$ cat src/rtcdc_pkg.sv
// Constants for the divider-chain real time clock.
// Assumes one 100 MHz clock; the count clock source arrives as sampled levels.
// Functional notes
// RULE1: The count clock is taken from one of several internal sources or an external pin, chosen by a select input.
// RULE2: Fixed divide-by-32 and divide-by-8 prescalers can each be switched in or bypassed.
// RULE3: A reloadable 16-bit timer after the prescalers drives the count input of the main count block.
// RULE4: The main count is 32 bits, built from stages of 10, 6, 6 and 10 bits from the least significant end.
// RULE5: The 32-bit count is readable as an upper half and a lower half.
// RULE6: Every stage, the 16-bit timer included, counts up only.
// RULE7: Each stage raises its own interrupt request.
// RULE8: All stage requests merge into one shared request line.
// RULE9: Only the power reset clears the state; other resets leave everything untouched.
// RULE10: On overflow a stage reloads its reload value, pulses the next stage and sets its request.
// RULE11: Each request is masked individually and the merged line is high while any enabled request is pending.
package rtcdc_pkg;
  localparam int unsigned NUM_SRC      = 4;
  localparam int unsigned SEL_W        = 2;
  localparam int unsigned PRE32_DIV    = 32;
  localparam int unsigned PRE8_DIV     = 8;
  localparam int unsigned PRE_W        = 5;
  localparam int unsigned TMR_W        = 16;
  localparam int unsigned CNT_W        = 32;
  localparam int unsigned NUM_STG      = 5;
  localparam logic [15:0] TMR_RST      = 16'h0000;
  localparam logic [31:0] CNT_RST      = 32'h0000_0000;
  localparam logic [4:0]  REQ_RST      = 5'h00;
  // Stage bit positions in the 32-bit count
  localparam int unsigned S0_LSB = 0;
  localparam int unsigned S0_W   = 10;
  localparam int unsigned S1_LSB = 10;
  localparam int unsigned S1_W   = 6;
  localparam int unsigned S2_LSB = 16;
  localparam int unsigned S2_W   = 6;
  localparam int unsigned S3_LSB = 22;
  localparam int unsigned S3_W   = 10;
endpackage : rtcdc_pkg

$ cat src/rtcdc_stage.sv
// One reloadable up-counting stage of the chain.
// Assumes synchronous count pulses and a released, synchronised reset.
`timescale 1ns/1ns
`default_nettype none
module rtcdc_stage #(
  parameter int unsigned W = 10
) (
  input  wire logic         clk_i,
  input  wire logic         rst_n_i,
  input  wire logic         en_i,
  input  wire logic         inc_i,
  input  wire logic [W-1:0] reload_i,
  output logic      [W-1:0] cnt_o,
  output logic              ovf_o
);
  typedef struct packed {
    logic [W-1:0] cnt;
    logic         ovf;
  } rtcdc_stg_type;

  rtcdc_stg_type st_ff;
  rtcdc_stg_type nxt_st;

  always_comb begin
    nxt_st = st_ff;
    nxt_st.ovf = 1'b0;
    if (inc_i) begin
      if (&st_ff.cnt) begin
        nxt_st.cnt = reload_i;      // see RULE10
        nxt_st.ovf = 1'b1;
      end else begin
        nxt_st.cnt = st_ff.cnt + {{(W-1){1'b0}}, 1'b1};  // see RULE6
      end
    end
  end

  always_ff @(posedge clk_i or negedge rst_n_i) begin
    if (!rst_n_i) begin
      st_ff <= '0;
    end else if (en_i) begin
      st_ff <= nxt_st;
    end
  end

  assign cnt_o = st_ff.cnt;
  assign ovf_o = st_ff.ovf;

  a_stage_reload: assert property (@(posedge clk_i) disable iff (!rst_n_i)  // see RULE10
    (en_i && inc_i && (&cnt_o)) |=> (ovf_o && cnt_o == $past(reload_i)))
    else $error("stage did not reload on overflow");
  a_stage_up: assert property (@(posedge clk_i) disable iff (!rst_n_i)  // see RULE6
    (en_i && inc_i && !(&cnt_o)) |=> (cnt_o == $past(cnt_o) + 1'b1) && !ovf_o)
    else $error("stage did not count up by one");
endmodule : rtcdc_stage
`default_nettype wire

$ cat src/rtcdc_top.sv
// Divider-chain real time clock: source select, prescalers, 16-bit timer, 32-bit count.
// Assumes RSTN_I is the power reset only; source levels are synchronous to MCLK_I.
`timescale 1ns/1ns
`default_nettype none
module rtcdc_top
  import rtcdc_pkg::*;
(
  input  wire logic                             MCLK_I,
  input  wire logic                             RSTN_I,
  input  wire logic                             CE_I,
  input  wire logic [rtcdc_pkg::NUM_SRC-1:0]    SRC_I,
  input  wire logic [rtcdc_pkg::SEL_W-1:0]      SRC_SEL_I,
  input  wire logic                             PRE32_EN_I,
  input  wire logic                             PRE8_EN_I,
  input  wire logic                             RUN_I,
  input  wire logic [rtcdc_pkg::TMR_W-1:0]      TMR_RELOAD_I,
  input  wire logic [rtcdc_pkg::CNT_W-1:0]      CNT_RELOAD_I,
  input  wire logic [rtcdc_pkg::NUM_STG-1:0]    REQ_MASK_I,
  input  wire logic [rtcdc_pkg::NUM_STG-1:0]    REQ_CLR_I,
  output logic      [15:0]                      COUNT_UPPER_HALF_O,
  output logic      [15:0]                      COUNT_LOWER_HALF_O,
  output logic      [rtcdc_pkg::TMR_W-1:0]      PRESCALE_TIMER_O,
  output logic      [rtcdc_pkg::NUM_STG-1:0]    REQ_O,
  output logic                                  NODE_REQ_O
);
  import rtcdc_pkg::*;

  // ----------------------------------------------------------------
  // Reset release
  // ----------------------------------------------------------------
  // Only the power reset reaches this block, so other resets cannot disturb it
  logic [1:0] rst_sync_ff;
  logic       rst_n;
  always_ff @(posedge MCLK_I or negedge RSTN_I) begin  // see RULE9
    if (!RSTN_I) begin
      rst_sync_ff <= 2'b00;
    end else begin
      rst_sync_ff <= {rst_sync_ff[0], 1'b1};
    end
  end
  assign rst_n = rst_sync_ff[1];

  // ----------------------------------------------------------------
  // Source select and prescalers
  // ----------------------------------------------------------------
  typedef struct packed {
    logic                src_q;
    logic [PRE_W-1:0]    div32;
    logic [2:0]          div8;
    logic [NUM_STG-1:0]  req;
    logic [15:0]         upper;
    logic [15:0]         lower;
    logic [TMR_W-1:0]    tmr_out;
    logic                node;
  } rtcdc_top_type;

  rtcdc_top_type st_ff;
  rtcdc_top_type nxt_st;

  logic             src_lvl;
  logic             src_edge;
  logic             p32_tick;
  logic             p8_in;
  logic             p8_tick;
  logic             tmr_inc;
  logic [TMR_W-1:0] tmr_cnt;
  logic [NUM_STG-1:0] ovf;
  logic [CNT_W-1:0] cnt;

  assign src_lvl  = SRC_I[SRC_SEL_I];                    // see RULE1
  assign src_edge = src_lvl & ~st_ff.src_q;
  // Bypassed prescaler passes its input tick straight through
  assign p32_tick = PRE32_EN_I ? (src_edge && st_ff.div32 == PRE_W'(PRE32_DIV - 1)) : src_edge;  // see RULE2
  assign p8_in    = p32_tick;
  assign p8_tick  = PRE8_EN_I ? (p8_in && st_ff.div8 == 3'(PRE8_DIV - 1)) : p8_in;  // see RULE2
  assign tmr_inc  = p8_tick & RUN_I;

  // ----------------------------------------------------------------
  // Timer and count stages
  // ----------------------------------------------------------------
  rtcdc_stage #(.W(TMR_W)) u_prescale_timer (            // see RULE3
    .clk_i    (MCLK_I),
    .rst_n_i  (rst_n),
    .en_i     (CE_I),
    .inc_i    (tmr_inc),
    .reload_i (TMR_RELOAD_I),
    .cnt_o    (tmr_cnt),
    .ovf_o    (ovf[0])
  );

  localparam int unsigned STG_LSB [4] = '{S0_LSB, S1_LSB, S2_LSB, S3_LSB};
  localparam int unsigned STG_W   [4] = '{S0_W, S1_W, S2_W, S3_W};

  generate
    for (genvar g = 0; g < 4; g++) begin : g_stage      // see RULE4
      rtcdc_stage #(.W(STG_W[g])) u_stage (
        .clk_i    (MCLK_I),
        .rst_n_i  (rst_n),
        .en_i     (CE_I),
        .inc_i    (ovf[g]),
        .reload_i (CNT_RELOAD_I[STG_LSB[g] +: STG_W[g]]),
        .cnt_o    (cnt[STG_LSB[g] +: STG_W[g]]),
        .ovf_o    (ovf[g+1])
      );
    end
  endgenerate

  // ----------------------------------------------------------------
  // Requests and outputs
  // ----------------------------------------------------------------
  always_comb begin
    nxt_st = st_ff;
    nxt_st.src_q = src_lvl;
    if (src_edge && PRE32_EN_I) begin
      nxt_st.div32 = st_ff.div32 + PRE_W'(1);
    end
    if (p8_in && PRE8_EN_I) begin
      nxt_st.div8 = st_ff.div8 + 3'h1;
    end
    // Set beats clear so an overflow in the clear cycle is kept
    nxt_st.req = (st_ff.req & ~REQ_CLR_I) | ovf;         // see RULE7
    nxt_st.upper = cnt[31:16];                            // see RULE5
    nxt_st.lower = cnt[15:0];                             // see RULE5
    nxt_st.tmr_out = tmr_cnt;
    nxt_st.node = |(nxt_st.req & REQ_MASK_I);            // see RULE8 RULE11
  end

  always_ff @(posedge MCLK_I or negedge rst_n) begin
    if (!rst_n) begin
      st_ff <= '{src_q: 1'b0, div32: '0, div8: 3'h0, req: REQ_RST,
                 upper: CNT_RST[31:16], lower: CNT_RST[15:0], tmr_out: TMR_RST, node: 1'b0};
    end else if (CE_I) begin
      st_ff <= nxt_st;
    end
  end

  assign COUNT_UPPER_HALF_O = st_ff.upper;
  assign COUNT_LOWER_HALF_O = st_ff.lower;
  assign PRESCALE_TIMER_O   = st_ff.tmr_out;
  assign REQ_O              = st_ff.req;
  assign NODE_REQ_O         = st_ff.node;

  // ----------------------------------------------------------------
  // Checks
  // ----------------------------------------------------------------
  a_req_sticky: assert property (@(posedge MCLK_I) disable iff (!rst_n)  // see RULE7
    (CE_I && ovf[1]) |=> REQ_O[1])
    else $error("stage request not set on overflow");
  a_node_merge: assert property (@(posedge MCLK_I) disable iff (!rst_n)  // see RULE11
    CE_I |=> (NODE_REQ_O == |(REQ_O & $past(REQ_MASK_I))))
    else $error("merged request wrong");
  a_chain_pulse: assert property (@(posedge MCLK_I) disable iff (!rst_n)  // see RULE10
    (CE_I && ovf[0]) |-> (u_prescale_timer.cnt_o == $past(TMR_RELOAD_I)))
    else $error("timer overflow without reload");
  a_half_split: assert property (@(posedge MCLK_I) disable iff (!rst_n)  // see RULE5
    CE_I |=> ({COUNT_UPPER_HALF_O, COUNT_LOWER_HALF_O} == $past(cnt)))
    else $error("count halves wrong");
  a_bypass_pass: assert property (@(posedge MCLK_I) disable iff (!rst_n)  // see RULE2
    (CE_I && !PRE32_EN_I && !PRE8_EN_I && RUN_I && src_edge && !(&tmr_cnt))
    |=> (tmr_cnt == $past(tmr_cnt) + TMR_W'(1)))
    else $error("bypass does not pass ticks");
  a_up_only: assert property (@(posedge MCLK_I) disable iff (!rst_n)  // see RULE6
    (CE_I && !ovf[1] && !$past(ovf[0])) |-> (cnt[9:0] == $past(cnt[9:0])))
    else $error("stage moved without tick");
  a_reset_clear: assert property (@(posedge MCLK_I)  // see RULE9
    $rose(rst_n) |-> (REQ_O == REQ_RST && !NODE_REQ_O))
    else $error("state not cleared by power reset");
  a_timer_feed: assert property (@(posedge MCLK_I) disable iff (!rst_n)  // see RULE3
    (CE_I && !tmr_inc) |=> (tmr_cnt == $past(tmr_cnt)))
    else $error("timer moved without input tick");

  // Clock enable low must hold every counter and request
  a_freeze_state: assert property (@(posedge MCLK_I) disable iff (!rst_n)  // see RULE6
    !CE_I |=> (tmr_cnt == $past(tmr_cnt) && cnt == $past(cnt) && REQ_O == $past(REQ_O)))
    else $error("state moved with clock enable low");
  a_req_keep: assert property (@(posedge MCLK_I) disable iff (!rst_n)  // see RULE7
    CE_I |=> (($past(REQ_O) & ~$past(REQ_CLR_I) & ~REQ_O) == '0))
    else $error("pending request dropped without clear");
  a_req_set: assert property (@(posedge MCLK_I) disable iff (!rst_n)  // see RULE7
    CE_I |=> (($past(ovf) & ~REQ_O) == '0))
    else $error("overflow did not set its request");
  a_req_clear: assert property (@(posedge MCLK_I) disable iff (!rst_n)  // see RULE11
    (CE_I && REQ_CLR_I[0] && !ovf[0]) |=> !REQ_O[0])
    else $error("timer request not cleared");
  a_tmr_mirror: assert property (@(posedge MCLK_I) disable iff (!rst_n)  // see RULE3
    CE_I |=> (PRESCALE_TIMER_O == $past(tmr_cnt)))
    else $error("timer output does not follow timer");
  a_out_reset: assert property (@(posedge MCLK_I)  // see RULE9
    !rst_n |-> (PRESCALE_TIMER_O == TMR_RST && {COUNT_UPPER_HALF_O, COUNT_LOWER_HALF_O} == CNT_RST
                && REQ_O == REQ_RST && !NODE_REQ_O))
    else $error("outputs not cleared during power reset");
  a_src_follow: assert property (@(posedge MCLK_I) disable iff (!rst_n)  // see RULE1
    CE_I |=> (st_ff.src_q == $past(SRC_I[SRC_SEL_I])))
    else $error("edge detector not on selected source");
  a_div32_step: assert property (@(posedge MCLK_I) disable iff (!rst_n)  // see RULE2
    (CE_I && PRE32_EN_I && src_edge && !p32_tick) |=> (st_ff.div32 == $past(st_ff.div32) + PRE_W'(1)))
    else $error("divide by 32 missed a source edge");
  a_div32_wrap: assert property (@(posedge MCLK_I) disable iff (!rst_n)  // see RULE2
    (CE_I && PRE32_EN_I && p32_tick) |=> (st_ff.div32 == '0))
    else $error("divide by 32 did not wrap");
  a_div32_hold: assert property (@(posedge MCLK_I) disable iff (!rst_n)  // see RULE2
    (CE_I && !PRE32_EN_I) |=> (st_ff.div32 == $past(st_ff.div32)))
    else $error("bypassed divide by 32 moved");
  a_div8_wrap: assert property (@(posedge MCLK_I) disable iff (!rst_n)  // see RULE2
    (CE_I && PRE8_EN_I && p8_tick) |=> (st_ff.div8 == 3'h0))
    else $error("divide by 8 did not wrap");
  a_div8_hold: assert property (@(posedge MCLK_I) disable iff (!rst_n)  // see RULE2
    (CE_I && !PRE8_EN_I) |=> (st_ff.div8 == $past(st_ff.div8)))
    else $error("bypassed divide by 8 moved");

  // Each stage steps only on the carry of the stage below it
  generate
    for (genvar k = 0; k < 4; k++) begin : g_stage_chk
      a_stage_carry: assert property (@(posedge MCLK_I) disable iff (!rst_n)  // see RULE4
        (CE_I && ovf[k] && !(&cnt[STG_LSB[k] +: STG_W[k]]))
        |=> (cnt[STG_LSB[k] +: STG_W[k]] == $past(cnt[STG_LSB[k] +: STG_W[k]]) + 1'b1))
        else $error("count stage missed its carry");
      a_stage_still: assert property (@(posedge MCLK_I) disable iff (!rst_n)  // see RULE6
        (CE_I && !ovf[k]) |=> (cnt[STG_LSB[k] +: STG_W[k]] == $past(cnt[STG_LSB[k] +: STG_W[k]])))
        else $error("count stage moved without carry");
    end
  endgenerate
endmodule : rtcdc_top
`default_nettype wire

$ cat config.mk
export PLATFORM = sky130hd
export DESIGN_NAME = rtcdc_top
export DESIGN_NICKNAME = d
export VERILOG_FILES = /design/src/rtcdc_pkg.sv /design/src/rtcdc_stage.sv /design/src/rtcdc_top.sv
export SDC_FILE = /design/constraint.sdc
export NUM_CORES = 1
export LEC_CHECK = 0
export BUFFER_PORTS_ARGS = -buffer_cell sky130_fd_sc_hd__buf_4
export CORE_UTILIZATION = 52
export DETAILED_ROUTE_END_ITERATION = 10
export PLACE_DENSITY = 0.76
export SETUP_SLACK_MARGIN = 0.2
export SYNTH_ARGS = -nofsm -noshare
export SYNTH_HDL_FRONTEND = slang
export SYNTH_SLANG_ARGS = --single-unit
$ cat constraint.sdc
create_clock -name MCLK_I -period 5 [get_ports MCLK_I]
set_input_delay 1 -clock MCLK_I [delete_from_list [all_inputs] [get_ports MCLK_I]]
set_output_delay 1 -clock MCLK_I [all_outputs]
set_load 0.02 [all_outputs]
* Word-level counts from Yosys, hierarchy flattened *
Cells that the tools add are included.

word-level totals
  register bits after elaboration = 118
  word-level logic and storage cells = 72

cells by class
  add/sub/neg operators = 7
  order comparisons = 1
  equal/unequal tests = 2
  multiplexer cells = 19
  bitwise gates (word level) = 7
  reductions and logical operators = 17

operators with widths
  kind                   count
  $add 10x1->10 const B  2
  $mux 10                2
  $reduce_and 10->1      2
  $add 16x1->16 const B  1
  $mux 16                1
  $reduce_and 16->1      1
  $reduce_and 2->1       7
  $mux 1                 13
  $add 6x1->6 const B    2
  $mux 6                 2
  $reduce_and 6->1       2
  $and 5x5->5            2
  $add 5x1->5 const B    1
  $eq 5x5->1 const B     1
  $not 5->5              1
  $or 5x5->5             1
  $reduce_or 5->1        1
  $logic_and 1x1->1      4
  $add 3x1->3 const B    1
  $eq 3x3->1 const B     1
  $lt 2x3->1 const B     1
  $and 1x1->1            2
  $bmux 1 s2             1
  $not 1->1              1

* Depth between registers and ports, before layout *
Gate-level depths: netlist of the first run.

  depth after elaboration = 9
  depth in mapped cells = 9

* By module *
Synthesis of the first run repeated with hierarchy kept, for this count alone.

unflattened totals
  cell total of the unflattened synthesis = 562
  area total of the unflattened synthesis = 6123.4 um2

by module, submodules not included
  module                                 instances  cells an instance  area each (um2)  sequential area each (um2)
  rtcdc_top                              1          226                3012.9           1626.6
  rtcdc_stage at g_stage[0].u_stage ...  2          66                 619.3            275.3
  rtcdc_stage at u_prescale_timer        1          118                1051.0           425.4
  rtcdc_stage at g_stage[1].u_stage ...  2          43                 410.4            175.2

* Least setup slack after synthesis of the first run *
Ideal clock, no wire load.

  path kind = input-to-reg
  from = input SRC_SEL_I[0] in the netlist's numbering
  to = register st_ff[55] in the netlist's numbering
  setup time = 0.125 ns
  arrival = 2.146 ns
  data required time = 4.875 ns
  setup slack = 2.729 ns
  stages = 4
  buffers on the path = 0
  cells stage by stage = or3b_1 > o22ai_4 > and3_1 > mux2_2

on the way
  longest elaborated chain between the ends = 7

ends and longest elaborated chain
  element                                RTL line          RTL
  start: declaration                     rtcdc_top.sv:12   input wire logic [rtcdc_pkg::SEL_W-1:0] SRC_SEL_I,
  $bmux 1 s2 (*)                         rtcdc_top.sv:70   assign src_lvl = SRC_I[SRC_SEL_I];
  $mux 1 (implied by the code) (*)       rtcdc_top.sv:70
  $and 1x1->1 (*)                        rtcdc_top.sv:71   assign src_edge = src_lvl & ~st_ff.src_q;
  $logic_and 1x1->1                      rtcdc_top.sv:73   assign p32_tick = PRE32_EN_I ? (src_edge && st_ff.div32 == PRE_W'(PRE32_DIV - 1)) : src_edge;
  $mux 1 (*)                             rtcdc_top.sv:73
  $logic_and 1x1->1 (*)                  rtcdc_top.sv:117  if (p8_in && PRE8_EN_I) begin
  $reduce_and 2->1 (no source line) (*)  n/a
  end signal: assignment                 rtcdc_top.sv:130  st_ff <= '{src_q: 1'b0, div32: '0, div8: 3'h0, req: REQ_RST,
  end signal: assignment                 rtcdc_top.sv:133  st_ff <= nxt_st;
  end: declaration                       rtcdc_top.sv:57   rtcdc_top_type st_ff;

Mark *: on every way between the ends. The rest lies on a longest branch, timed or not. The select of a mux whose other input is x is not followed.
A chain may end at the register's enable or synchronous reset.

* Final worst setup path of the first run *
  from = input CE_I
  to = register st_ff[56] in the netlist's numbering

on the way
  longest elaborated chain between the ends = 1

ends and longest elaborated chain
  element                            RTL line         RTL
  start: declaration                 rtcdc_top.sv:10  input wire logic CE_I,
  $reduce_and 2->1 (no source line)  n/a

Every way passes these cells.

==> metrics.csv, run 1 <==
stage,metric,value,unit
logic_synthesis,synth_top_area_frac,0.483,
clock_network,clock_latency,0.41,ns
power_and_ir_drop,leakage,0.00346,uW
sta,setup_ws,2.26,ns
floorplan,die_h,110,um
sta,finalSetupTns,0,ns
grt,grt_max_degree,67,
final_layout,fin_nets,712,
logic_synthesis,yosysMostFrequentCell,dfrtp_1,
grt,track_usage,0.232,
power_and_ir_drop,power_density,332,nW/um^2
clock_network,h-tree-depth,4,
final_layout,stdcell_area,7280,sq um
sta,worst_pin_slew,0.855,ns
critical_path,max_stage_delay,0.49,ns
place,dp_hpwl,9350,um
logic_synthesis,synth_nets,644,
clock_network,clk_pin_slew,0.05,ns
critical_path,startpoint_type,input port,
logic_synthesis,avgSynthCellArea,10.8,sq um
sta,slew_headroom,0.426,
critical_path,crit_required,5.29,ns
logic_synthesis,async_reset_ff_frac,1.00,
critical_path,cp_cell_sequence,buf_4 -> or3b_1 -> o22ai_4 -> and3_1 -> mux2_2,
sta,final.period_utilization,0.549,
detailed_routing,wl_per_cell,16.9,um
floorplan,die_width,110,um
clock_network,cts_hold_buf,0,
final_layout,nFillCells,917,
detailed_routing,dr_total_vias,4616,
clock_network,post_cts_resized,0,
grt,first_global_vias,4667,
critical_path,cp-end-kind,flop,
detailed_routing,first_iter_violations,267,
run,drv_cap,0,
logic_synthesis,synth_edf_count,0,
place,place_worst_setup_slack,1.83,ns
logic_synthesis,ys_seq_area_frac,0.483,
critical_path,cp_slowest_cell,o22ai_4,
sta,period_minus_slack,2.74,ns
sta,finalSetupViolations,0,
detailed_routing,drc,0,
place,gp_congestion,0.894,
power_and_ir_drop,vdd_drop_max,0.000266,V
grt,antenna_found_initial,0,
final_layout,diodes,0,
place,port_buffers,123,
grt,grt_pass1_wl,22600,um
critical_path,cp_num_buf_inv,1,
clock_network,cts_root_buffer,clkbuf_16,
critical_path,startpoint,CE_I,
detailed_routing,ant_nets,0,
sta,rsz0062_at_grt,no,
floorplan,io-pin-count,124,
sta,finClkSkew,0.00764,ns
critical_path,timing.rr.end,u_prescale_timer.cnt_o[0]$_DFFE_PN0P_,
critical_path,critPathMaxFanout,41,
detailed_routing,vias_per_cell,5.86,
grt,grt_overflow,0,
logic_synthesis,synthDistinctLibCells,57,
place,place_area,6720,sq um
hold_path,worstHoldPathType,reg2reg,
logic_synthesis,yosys-top-cells-count,"dfrtp_1 (118), mux2_2 (61), nand2_1 (56)",
critical_path,crit_end,st_ff[56]$_DFFE_PN0P_,
logic_synthesis,ys_ff_latch,118,
floorplan,die-area,12200,sq um
final_layout,final_util,0.637,
floorplan,rows,39,
logic_synthesis,synth_top_area_cell,dfrtp_1,
logic_synthesis,synth_cells,565,
critical_path,worstSetupPathDepth,5,
logic_synthesis,yosysWarnings,0,
detailed_routing,first_pass_iters,5,
final_layout,register_area,2960,sq um
critical_path,worstSetupPathType,in2reg,
clock_network,cts_sinks,118,
final_layout,final_layout_size_suffix_gt1_frac,0.338,
floorplan,core,11400,sq um
critical_path,crit_family,simple AND/OR/NAND/NOR gates,
run_status,run_status,completed,
detailed_routing,drt_wl_total,13300,um
clock_network,cts_buffers,17,
logic_synthesis,synth_area_leaders,"dfrtp_1 (48%), mux2_2 (11%), buf_4 (6.6%)",
critical_path,worst-r2r-cell-count,5,
clock_network,cts_tree,yes,
clock_network,clockBufferDepth,2,
logic_synthesis,syn_area,6110,sq um
final_layout,multiInputGateArea,2620,sq um
sta,fmax,365,MHz
critical_path,critical_path_arrival,3.04,ns
final_layout,area_growth,19.1,%
critical_path,rr_startpoint,u_prescale_timer.cnt_o[0]$_DFFE_PN0P_,
clock_network,post_cts_buffers,0,
logic_synthesis,ys.flop_type,dfrtp_1,
floorplan,start_util,0.535,
critical_path,r2r_slack,2.57,ns
sta,hold_viol_final,0,
sta,slew_viol_final,0,
-- cell families (layout without fill, tap and decap cells) --
kind of cell             Yosys count  in the layout  synth area share
AO/OA/AOI/OAI                    100            100             0.111
XOR/XNOR                           4              4           0.00573
adder cells (fa/ha/maj)            9              9            0.0184
buffers and inverters             82            162            0.0874
flip-flops                       118            118             0.483
multiplexers                      79             79             0.142
other                              1              1          0.000614
AND/OR/NAND/NOR                  172            172             0.151
-- layer usage --
metal,part of all wire,global-route usage
met1,0.44,0.300
met2,0.49,0.367
met3,0.054,0.0675
met4,0.017,0.0889
met5,0,0
-- worst min path at each step --
| stage | start | end | cells after the start | slack, ns |
|---|---|---|---|---|
| detailed placement | rst_sync_ff[0]$_DFF_PN0_ | rst_sync_ff[1]$_DFF_PN0_ | 0 | 0.34 |
| CTS | RSTN_I | rst_sync_ff[1]$_DFF_PN0_ | 1 | 0.34 |
| global placement | rst_sync_ff[0]$_DFF_PN0_ | rst_sync_ff[1]$_DFF_PN0_ | 0 | 0.34 |
| global route | RSTN_I | rst_sync_ff[1]$_DFF_PN0_ | 1 | 0.34 |
| floorplan | rst_sync_ff[0]$_DFF_PN0_ | rst_sync_ff[1]$_DFF_PN0_ | 0 | 0.33 |
| finish | rst_sync_ff[0]$_DFF_PN0_ | rst_sync_ff[1]$_DFF_PN0_ | 0 | 0.35 |
-- power breakdown --
part / total (uW) / switching, uW / internal, uW / leakage, uW
clock network: 1140 / 396 / 744 / 0.000274
registers: 1060 / 56.5 / 1010 / 0.00160
logic: 216 / 101 / 116 / 0.00159
total: 2420 / 553 / 1870 / 0.00346
-- per-stage QoR --
step	std cells	power [uW]	hold WS, ns
4_1_cts	788	2440	0.344
3_5_place_dp	757	1290	0.340
2_1_floorplan	565	1200	0.331
3_3_place_gp	757	1280	0.340
6_report	788	2420	0.351
5_1_grt	788	2520	0.338
-- worst register-to-register path: cells and delay by family (launching register included) --
kind	cells	cell delay (ns)
adders and majority gates	1	0.38
AOI/OAI and AO/OA	1	0.30
DFF	1	0.49
and+or+nand+nor	3	1.14
-- sequential cells by signal (all words and copies together), names as in the netlist --
register                flops
COUNT_LOWER_HALF_O         16
st_ff                       9
g_stage.u_stage.ovf_o       4
g_stage.u_stage.cnt_o      32
COUNT_UPPER_HALF_O         16
u_prescale_timer.ovf_o      1
PRESCALE_TIMER_O           16
REQ_O                       5
NODE_REQ_O                  1
u_prescale_timer.cnt_o     16
rst_sync_ff                 2
-- area by class of cell --
class | count | area share
Sequential cell | 118 | 0.406
Tap cell | 143 | 0.0246
Timing Repair Buffer | 125 | 0.129
Inverter | 6 | 0.00309
Clock inverter | 3 | 0.00550
Clock buffer | 28 | 0.0710
Multi-Input combinational cell | 365 | 0.361
-- cells in the final DEF (no fill, tap or decap), types with 2 or more instances in the layout --
cell type / synthesis / layout
o21ai_0: 15 / 15
and2_1: 7 / 7
buf_4: 54 / 125
nand2b_1: 2 / 2
a22oi_1: 2 / 2
and4_1: 6 / 6
a211oi_1: 2 / 2
nand4b_1: 3 / 3
and3_1: 15 / 15
nand2_1: 56 / 56
clkinv_2: 0 / 2
xnor2_1: 3 / 3
o211ai_1: 5 / 5
a41oi_1: 8 / 8
a21boi_0: 3 / 3
clkbuf_16: 0 / 17
a2bb2oi_1: 2 / 2
nand3_1: 19 / 19
nor4_1: 3 / 3
a21oi_1: 26 / 26
o311ai_0: 3 / 3
nand3b_1: 2 / 2
inv_1: 6 / 6
dfrtp_1: 118 / 117
ha_1: 9 / 9
mux2i_1: 17 / 17
nand4_1: 15 / 15
o2bb2ai_1: 6 / 6
o22ai_1: 2 / 2
clkbuf_1: 13 / 6
nor2b_1: 6 / 6
a31oi_1: 12 / 12
nor2_1: 17 / 17
nor3_1: 11 / 11
a21o_1: 3 / 3
a22o_1: 5 / 5
clkbuf_8: 0 / 5
mux2_2: 61 / 61
(Power assumes the default switching activity.)
==> run 2, diff against run 1 <==
- CORE_UTILIZATION: 52 -> 50
- PLACE_DENSITY: 0.76 -> 0.77
- clock period: 5 -> 2.5 ns (I/O delays scaled with it)
==> run 2 against run 1 <==
Against the previous run:
- global-route usage is 0.74 points lower
- wire length down 0.42%
- setup slack worse by 2.0 ns
- clock power grew 120%
- cell count increased by 1.9%
- sequential power rose by 100%
- non-clock buffer count grew 10
- clock-buffer cell count fell by 4
- via count rose by 1.5%
- die area is 3.9% higher
- clock skew is 0.0018 ns lower
- hold slack worse by 0.040 ns
==> metrics.csv, run 2 (same netlist as run 1, synthesis figures left out) <==
stage,metric,value,unit,change
detailed_routing,first_pass_iters,5,,unchanged
place,place_worst_setup_slack,0.327,ns,was 1.83 ns
power_and_ir_drop,switching_share,0.227,,was 0.229
final_layout,layout_commonest_cell,buf_4,,unchanged
sta,finClkSkew,0.00583,ns,was 0.00764 ns
grt,grt_overflow,0,,unchanged
detailed_routing,drc,0,,unchanged
grt,grt_max_degree,47,,was 67
final_layout,final_cell_mix,"buf_4 (133), dfrtp_1 (117), mux2_2 (61)",,"was buf_4 (125), dfrtp_1 (117), mux2_2 (61)"
critical_path,critPathMaxFanout,10,,was 41
hold_path,worstHoldPathType,reg2async,,was reg2reg
critical_path,worstSetupPathType,reg2reg,,was in2reg
clock_network,h-tree-depth,4,,unchanged
clock_network,clockBufferDepth,2,,unchanged
sta,setup_ws,0.287,ns,was 2.26 ns
clock_network,cts_buffers,17,,unchanged
sta,rsz0062_at_grt,no,,unchanged
floorplan,core,12000,sq um,was 11400 sq um
critical_path,cp-end-kind,flop,,unchanged
place,gp_congestion,0.865,,was 0.894
critical_path,startpoint,st_ff[57]$_DFFE_PN0P_,,was CE_I
power_and_ir_drop,p_int,3920,uW,was 1870 uW
critical_path,critical_path_arrival,2.51,ns,was 3.04 ns
clock_network,cts_root_buffer,clkbuf_16,,unchanged
final_layout,final_layout_size_suffix_gt1_frac,0.352,,was 0.338
detailed_routing,vias_per_cell,5.83,,was 5.86
power_and_ir_drop,power,5070,uW,was 2420 uW
sta,fmax,452,MHz,
power_and_ir_drop,power_frac_seq,0.418,,was 0.439
place,dp.cells,770,,was 757
floorplan,start_util,0.511,,was 0.535
critical_path,rr_startpoint,st_ff[57]$_DFFE_PN0P_,,was u_prescale_timer.cnt_o[0]$_DFFE_PN0P_
floorplan,io-pin-count,124,,unchanged
power_and_ir_drop,power_density,683,nW/um^2,was 332 nW/um^2
detailed_routing,wl_per_cell,16.5,um,was 16.9 um
clock_network,post_cts_resized,0,,unchanged
final_layout,final_util,0.621,,was 0.637
sta,finalSetupTns,0,ns,unchanged
power_and_ir_drop,comb_power_share,0.090,,was 0.089
run_status,run_status,completed,,unchanged
place,dp_hpwl,9340,um,was 9350 um
grt,first_global_vias,4498,,was 4667
floorplan,die_h,113,um,was 110 um
power_and_ir_drop,leakage,0.00354,uW,was 0.00346 uW
grt,antenna_found_initial,0,,unchanged
sta,finalSetupViolations,0,,unchanged
sta,worst_pin_slew,0.614,ns,was 0.855 ns
sta,slew_viol_final,0,,unchanged
clock_network,cts_tree,yes,,unchanged
sta,final.period_utilization,0.885,,
sta,period_minus_slack,2.21,ns,
clock_network,clock_latency,0.41,ns,about the same
power_and_ir_drop,power.share.clock,0.491,,was 0.471
floorplan,die_width,113,um,was 110 um
final_layout,largest_reg_flops,32,,unchanged
final_layout,area_growth,21.5,%,was 19.1%
final_layout,diodes,0,,unchanged
run,drv_cap,0,,unchanged
final_layout,instances_no_fill,803,,was 788
detailed_routing,drt_wl_total,13200,um,was 13300 um
critical_path,crit_required,2.79,ns,was 5.29 ns
detailed_routing,first_iter_violations,267,,unchanged
place,port_buffers,123,,unchanged
sta,slew_headroom,0.589,,was 0.426
clock_network,clk_pin_slew,0.05,ns,about the same
floorplan,die-area,12700,sq um,was 12200 sq um
grt,track_usage,0.224,,was 0.232
final_layout,fin_nets,722,,was 712
clock_network,cts_sinks,118,,unchanged
sta,hold_viol_final,0,,unchanged
power_and_ir_drop,vdd_drop_max,0.000538,V,was 0.000266 V
floorplan,rows,40,,was 39
detailed_routing,ant_nets,0,,unchanged
power_and_ir_drop,p_sw,1150,uW,was 553 uW
grt,grt_pass1_wl,22100,um,was 22600 um
detailed_routing,dr_total_vias,4684,,was 4616
critical_path,startpoint_type,flop,,was input port
-- run 2: cell type report --
class | count | area [sq um]
clock buffer | 24 | 492
clock inverter | 8 | 120
fill | 948 | 4530
inverter | 6 | 22.5
multi-input combinational | 365 | 2620
sequential | 118 | 2960
tap | 147 | 184
timing repair buffer | 135 | 1030
-- run 2: through the flow --
stage	hold WS, ns	cell area (sq um)
finish	0.312	7430
global route	0.337	7430
CTS	0.316	7430
detailed placement	0.283	6810
global placement	0.282	6810
floorplan	0.204	6110
-- run 2: timing repair --
| item | 4_1_cts | 5_1_grt |
|---|---|---|
| setup buffers | 0 | 0 |
| setup endpoints to repair | 0 | 0 |
| hold buffers | 1 | 0 |
| endpoints found under the hold margin | 2 | 0 |
-- run 2: power by group through the flow --
stage          Clock, uW  Combinational, uW  Sequential (uW)
2_1_floorplan          0                277             2130
3_3_place_gp           0                444             2140
3_5_place_dp           0                463             2150
4_1_cts             2540                464             2120
5_1_grt             2620                511             2140
6_report            2490                458             2120
-- run 2: worst max-delay path, stage by stage (launching register included) --
cell and delay (ns):
dfrtp_1 0.41, ha_1 0.22, and3_1 0.18, ha_1 0.17, nand2b_1 0.18, and3b_1 0.31, and2_1 0.30, a311o_1 0.34
-- run 2: layer usage --
layer,vias up,part of all wire,track usage
li1,2183,-,-
met1,2278,0.46,0.301
met2,198,0.47,0.344
met3,25,0.054,0.0567
met4,0,0.016,0.0978
met5,-,0,0
-- run 2: worst paths after layout --
path | end | slack [ns] | cells past startpoint
worst max-delay path | u_prescale_timer.cnt_o[0]$_DFFE_PN0P_ | 0.29 | 7
worst min-delay path | g_stage[1].u_stage.cnt_o[4]$_DFFE_PN0P_ | 0.31 | 0
worst max register to register | u_prescale_timer.cnt_o[0]$_DFFE_PN0P_ | 0.29 | 7
worst min register to register | g_stage[1].u_stage.cnt_o[4]$_DFFE_PN0P_ | 0.31 | 0
max in group asynchronous | COUNT_UPPER_HALF_O[10]$_DFFE_PN0P_ | 1.37 | 1
min in group MCLK_I | g_stage[3].u_stage.cnt_o[0]$_DFFE_PN0P_ | 0.33 | 3
==> run 3, diff against run 2 <==
- BUFFER_PORTS_ARGS: -buffer_cell sky130_fd_sc_hd__buf_4 -> default
- CORE_UTILIZATION: 50 -> 52
- DONT_BUFFER_PORTS: default -> 1
- PLACE_DENSITY: 0.77 -> 0.7
- RECOVER_POWER: default -> 50
- TNS_END_PERCENT: default -> 5
==> run 3 against run 2 <==
Against the previous run:
- the flow now finishes with violations (capacitance limit, slew limit)
- combinational power is 38% lower
- flip-flop and latch count stayed put
- global-route usage fell by 0.25 points
- sequential power about the same
- sequential share of layout area is 5.5 points higher
- clock-buffer cell count decreased by 6
- non-clock buffer count decreased by 125
- largest cell class unchanged
- setup slack improved by 0.091 ns
- register-to-register slack better by 0.09 ns
- hold slack worse by 0.10 ns
- die area decreased by 3.8%
==> metrics.csv, run 3 (same netlist as run 1, synthesis figures left out) <==
stage,metric,value,unit,change
run_status,run_status,"complete, but fails checks",,was completed
run_status,violations,"capacitance limit, slew limit",,
grt,track_usage,0.222,,was 0.224
critical_path,worstSetupPathDepth,7,,unchanged
final_layout,largest_reg_flops,32,,unchanged
detailed_routing,first_pass_iters,5,,unchanged
clock_network,cts_root_buffer,clkbuf_16,,unchanged
power_and_ir_drop,leakage,0.00292,uW,was 0.00354 uW
run,drv_cap,1,,was 0
place,port_buffers,0,,was 123
sta,setup_ws,0.378,ns,was 0.287 ns
final_layout,diodes,0,,unchanged
critical_path,cp_slowest_cell,dfrtp_1,,unchanged
grt,antenna_found_initial,0,,unchanged
critical_path,cp-end-kind,flop,,unchanged
critical_path,cp_cell_sequence,ha_1 -> and3_1 -> ha_1 -> nand2b_1 -> and3b_2 -> and2_1 -> a311o_1,,was ha_1 -> and3_1 -> ha_1 -> nand2b_1 -> and3b_1 -> and2_1 -> a311o_1
place,gp_congestion,0.891,,was 0.865
clock_network,clk_pin_slew,0.06,ns,was 0.05 ns
floorplan,core,11400,sq um,was 12000 sq um
critical_path,max_stage_delay,0.41,ns,about the same
floorplan,start_util,0.535,,was 0.511
hold_path,worstHoldPathType,in2reg,,was reg2async
critical_path,crit_family,simple AND/OR/NAND/NOR gates,,unchanged
critical_path,critical_path_arrival,2.43,ns,was 2.51 ns
sta,worst_pin_slew,1.64,ns,was 0.614 ns
clock_network,cts_tree,yes,,unchanged
sta,slew_headroom,-0.0949,,was 0.589
clock_network,h-tree-depth,4,,unchanged
critical_path,crit_top_cell,ha_1,,unchanged
power_and_ir_drop,power_frac_seq,0.421,,was 0.418
clock_network,clock_latency,0.42,ns,was 0.41 ns
critical_path,worst-r2r-cell-count,7,,unchanged
power_and_ir_drop,vdd_drop_max,0.000616,V,was 0.000538 V
sta,finalSetupViolations,0,,unchanged
final_layout,final_layout_size_suffix_gt1_frac,0.205,,was 0.352
sta,slew_viol_final,43,,was 0
hold_path,holdPathStages,2,,
sta,fmax,471,MHz,was 452 MHz
critical_path,critPathMaxFanout,7,,was 10
sta,finClkSkew,0.00574,ns,was 0.00583 ns
critical_path,worstSetupPathType,reg2reg,,unchanged
sta,hold_viol_final,0,,unchanged
detailed_routing,dr_total_vias,4213,,was 4684
final_layout,fin_nets,597,,was 722
sta,finalSetupTns,0,ns,unchanged
floorplan,rows,39,,was 40
detailed_routing,first_iter_violations,299,,was 267
sta,period_minus_slack,2.12,ns,was 2.21 ns
grt,grt_overflow,0,,unchanged
detailed_routing,drt_wl_total,12800,um,was 13200 um
final_layout,layout_commonest_cell,dfrtp_1,,was buf_4
clock_network,cts_buffers,17,,unchanged
power_and_ir_drop,switching_share,0.226,,was 0.227
critical_path,startpoint_type,flop,,unchanged
final_layout,final_cell_mix,"dfrtp_1 (118), mux2_2 (61), nand2_1 (56)",,"was buf_4 (133), dfrtp_1 (117), mux2_2 (61)"
sta,rsz0062_at_grt,no,,unchanged
detailed_routing,drc,0,,unchanged
power_and_ir_drop,power.share.clock,0.524,,was 0.491
floorplan,die_h,110,um,was 113 um
detailed_routing,ant_nets,0,,unchanged
grt,grt_max_degree,71,,was 47
floorplan,die_width,110,um,was 113 um
final_layout,area_growth,6.67,%,was 21.5%
place,dp_hpwl,8810,um,was 9340 um
grt,first_global_vias,4155,,was 4498
floorplan,die-area,12200,sq um,was 12700 sq um
clock_network,clockBufferDepth,2,,unchanged
grt,grt_pass1_wl,21200,um,was 22100 um
sta,final.period_utilization,0.849,,was 0.885
place,place_worst_setup_slack,0.273,ns,was 0.327 ns
critical_path,crit_required,2.80,ns,was 2.79 ns
floorplan,io-pin-count,124,,unchanged
detailed_routing,wl_per_cell,19.0,um,was 16.5 um
power_and_ir_drop,power_density,781,nW/um^2,was 683 nW/um^2
power_and_ir_drop,p_int,3940,uW,was 3920 uW
power_and_ir_drop,comb_power_share,0.055,,was 0.090
power_and_ir_drop,p_sw,1150,uW,about the same
sta,holdWs,0.208,ns,was 0.312 ns
detailed_routing,vias_per_cell,6.25,,was 5.83
clock_network,cts_sinks,118,,unchanged
critical_path,cp_num_buf_inv,0,,unchanged
run 3: final timing paths:
kind | startpoint | end | slack, ns
hold reg to reg | rst_sync_ff[0]$_DFF_PN0_ | rst_sync_ff[1]$_DFF_PN0_ | 0.35
setup / recovery | st_ff[57]$_DFFE_PN0P_ | u_prescale_timer.cnt_o[0]$_DFFE_PN0P_ | 0.38
max in group asynchronous | rst_sync_ff[1]$_DFF_PN0_ | COUNT_LOWER_HALF_O[1]$_DFFE_PN0P_ | 0.58
hold / removal | CNT_RELOAD_I[12] | g_stage[1].u_stage.cnt_o[2]$_DFFE_PN0P_ | 0.21
setup reg to reg | st_ff[57]$_DFFE_PN0P_ | u_prescale_timer.cnt_o[0]$_DFFE_PN0P_ | 0.38
min in group asynchronous | RSTN_I | rst_sync_ff[1]$_DFF_PN0_ | 0.30
run 3: metrics by stage:
step	power, uW	cell area [sq um]	utilization	instances
final	5090	6520	0.571	674
after global routing	5270	6520	0.571	674
after CTS	5150	6500	0.569	672
after detailed placement	2460	5850	0.512	639
after global placement	2440	5850	0.512	639
after floorplan	2410	6110	-	565
run 3: metal layers:
layer  vias up  wire length, um  track usage
met2       140             6220        0.341
met3        29              733       0.0664
met4         0              311        0.110
met1      2113             5530        0.284
met5         -                0            0
li1       1931                -            -
run 3: area by class of cell:
| class | count | area [sq um] |
|---|---|---|
| fill | 954 | 4900 |
| sequential | 118 | 2950 |
| multi-input combinational | 365 | 2630 |
| clock buffer | 18 | 439 |
| clock inverter | 14 | 206 |
| tap | 143 | 179 |
| timing repair buffer | 10 | 93.8 |
| inverter | 6 | 22.5 |
run 3: worst reg2reg max path: cells and delay by family, from the launching register on:
kind	cells	cell delay (ns)
flip-flops	1	0.41
adder cells (fa/ha/maj)	2	0.38
AND/OR/NAND/NOR	4	0.89
AO/OA/AOI/OAI	1	0.34
run 3: repair_timing:
action	4_1_cts	5_1_grt
setup buffers	0	2
hold endpoints to repair	2	0
gates resized for setup	0	1
hold buffers	1	0
setup endpoints to repair	0	1
run 3: power groups by stage:
stage / registers, uW / logic, uW / clock network [uW]
2_1_floorplan: 2130 / 277 / 0
3_3_place_gp: 2170 / 268 / 0
3_5_place_dp: 2180 / 281 / 0
4_1_cts: 2150 / 284 / 2720
5_1_grt: 2160 / 322 / 2780
6_report: 2140 / 282 / 2670
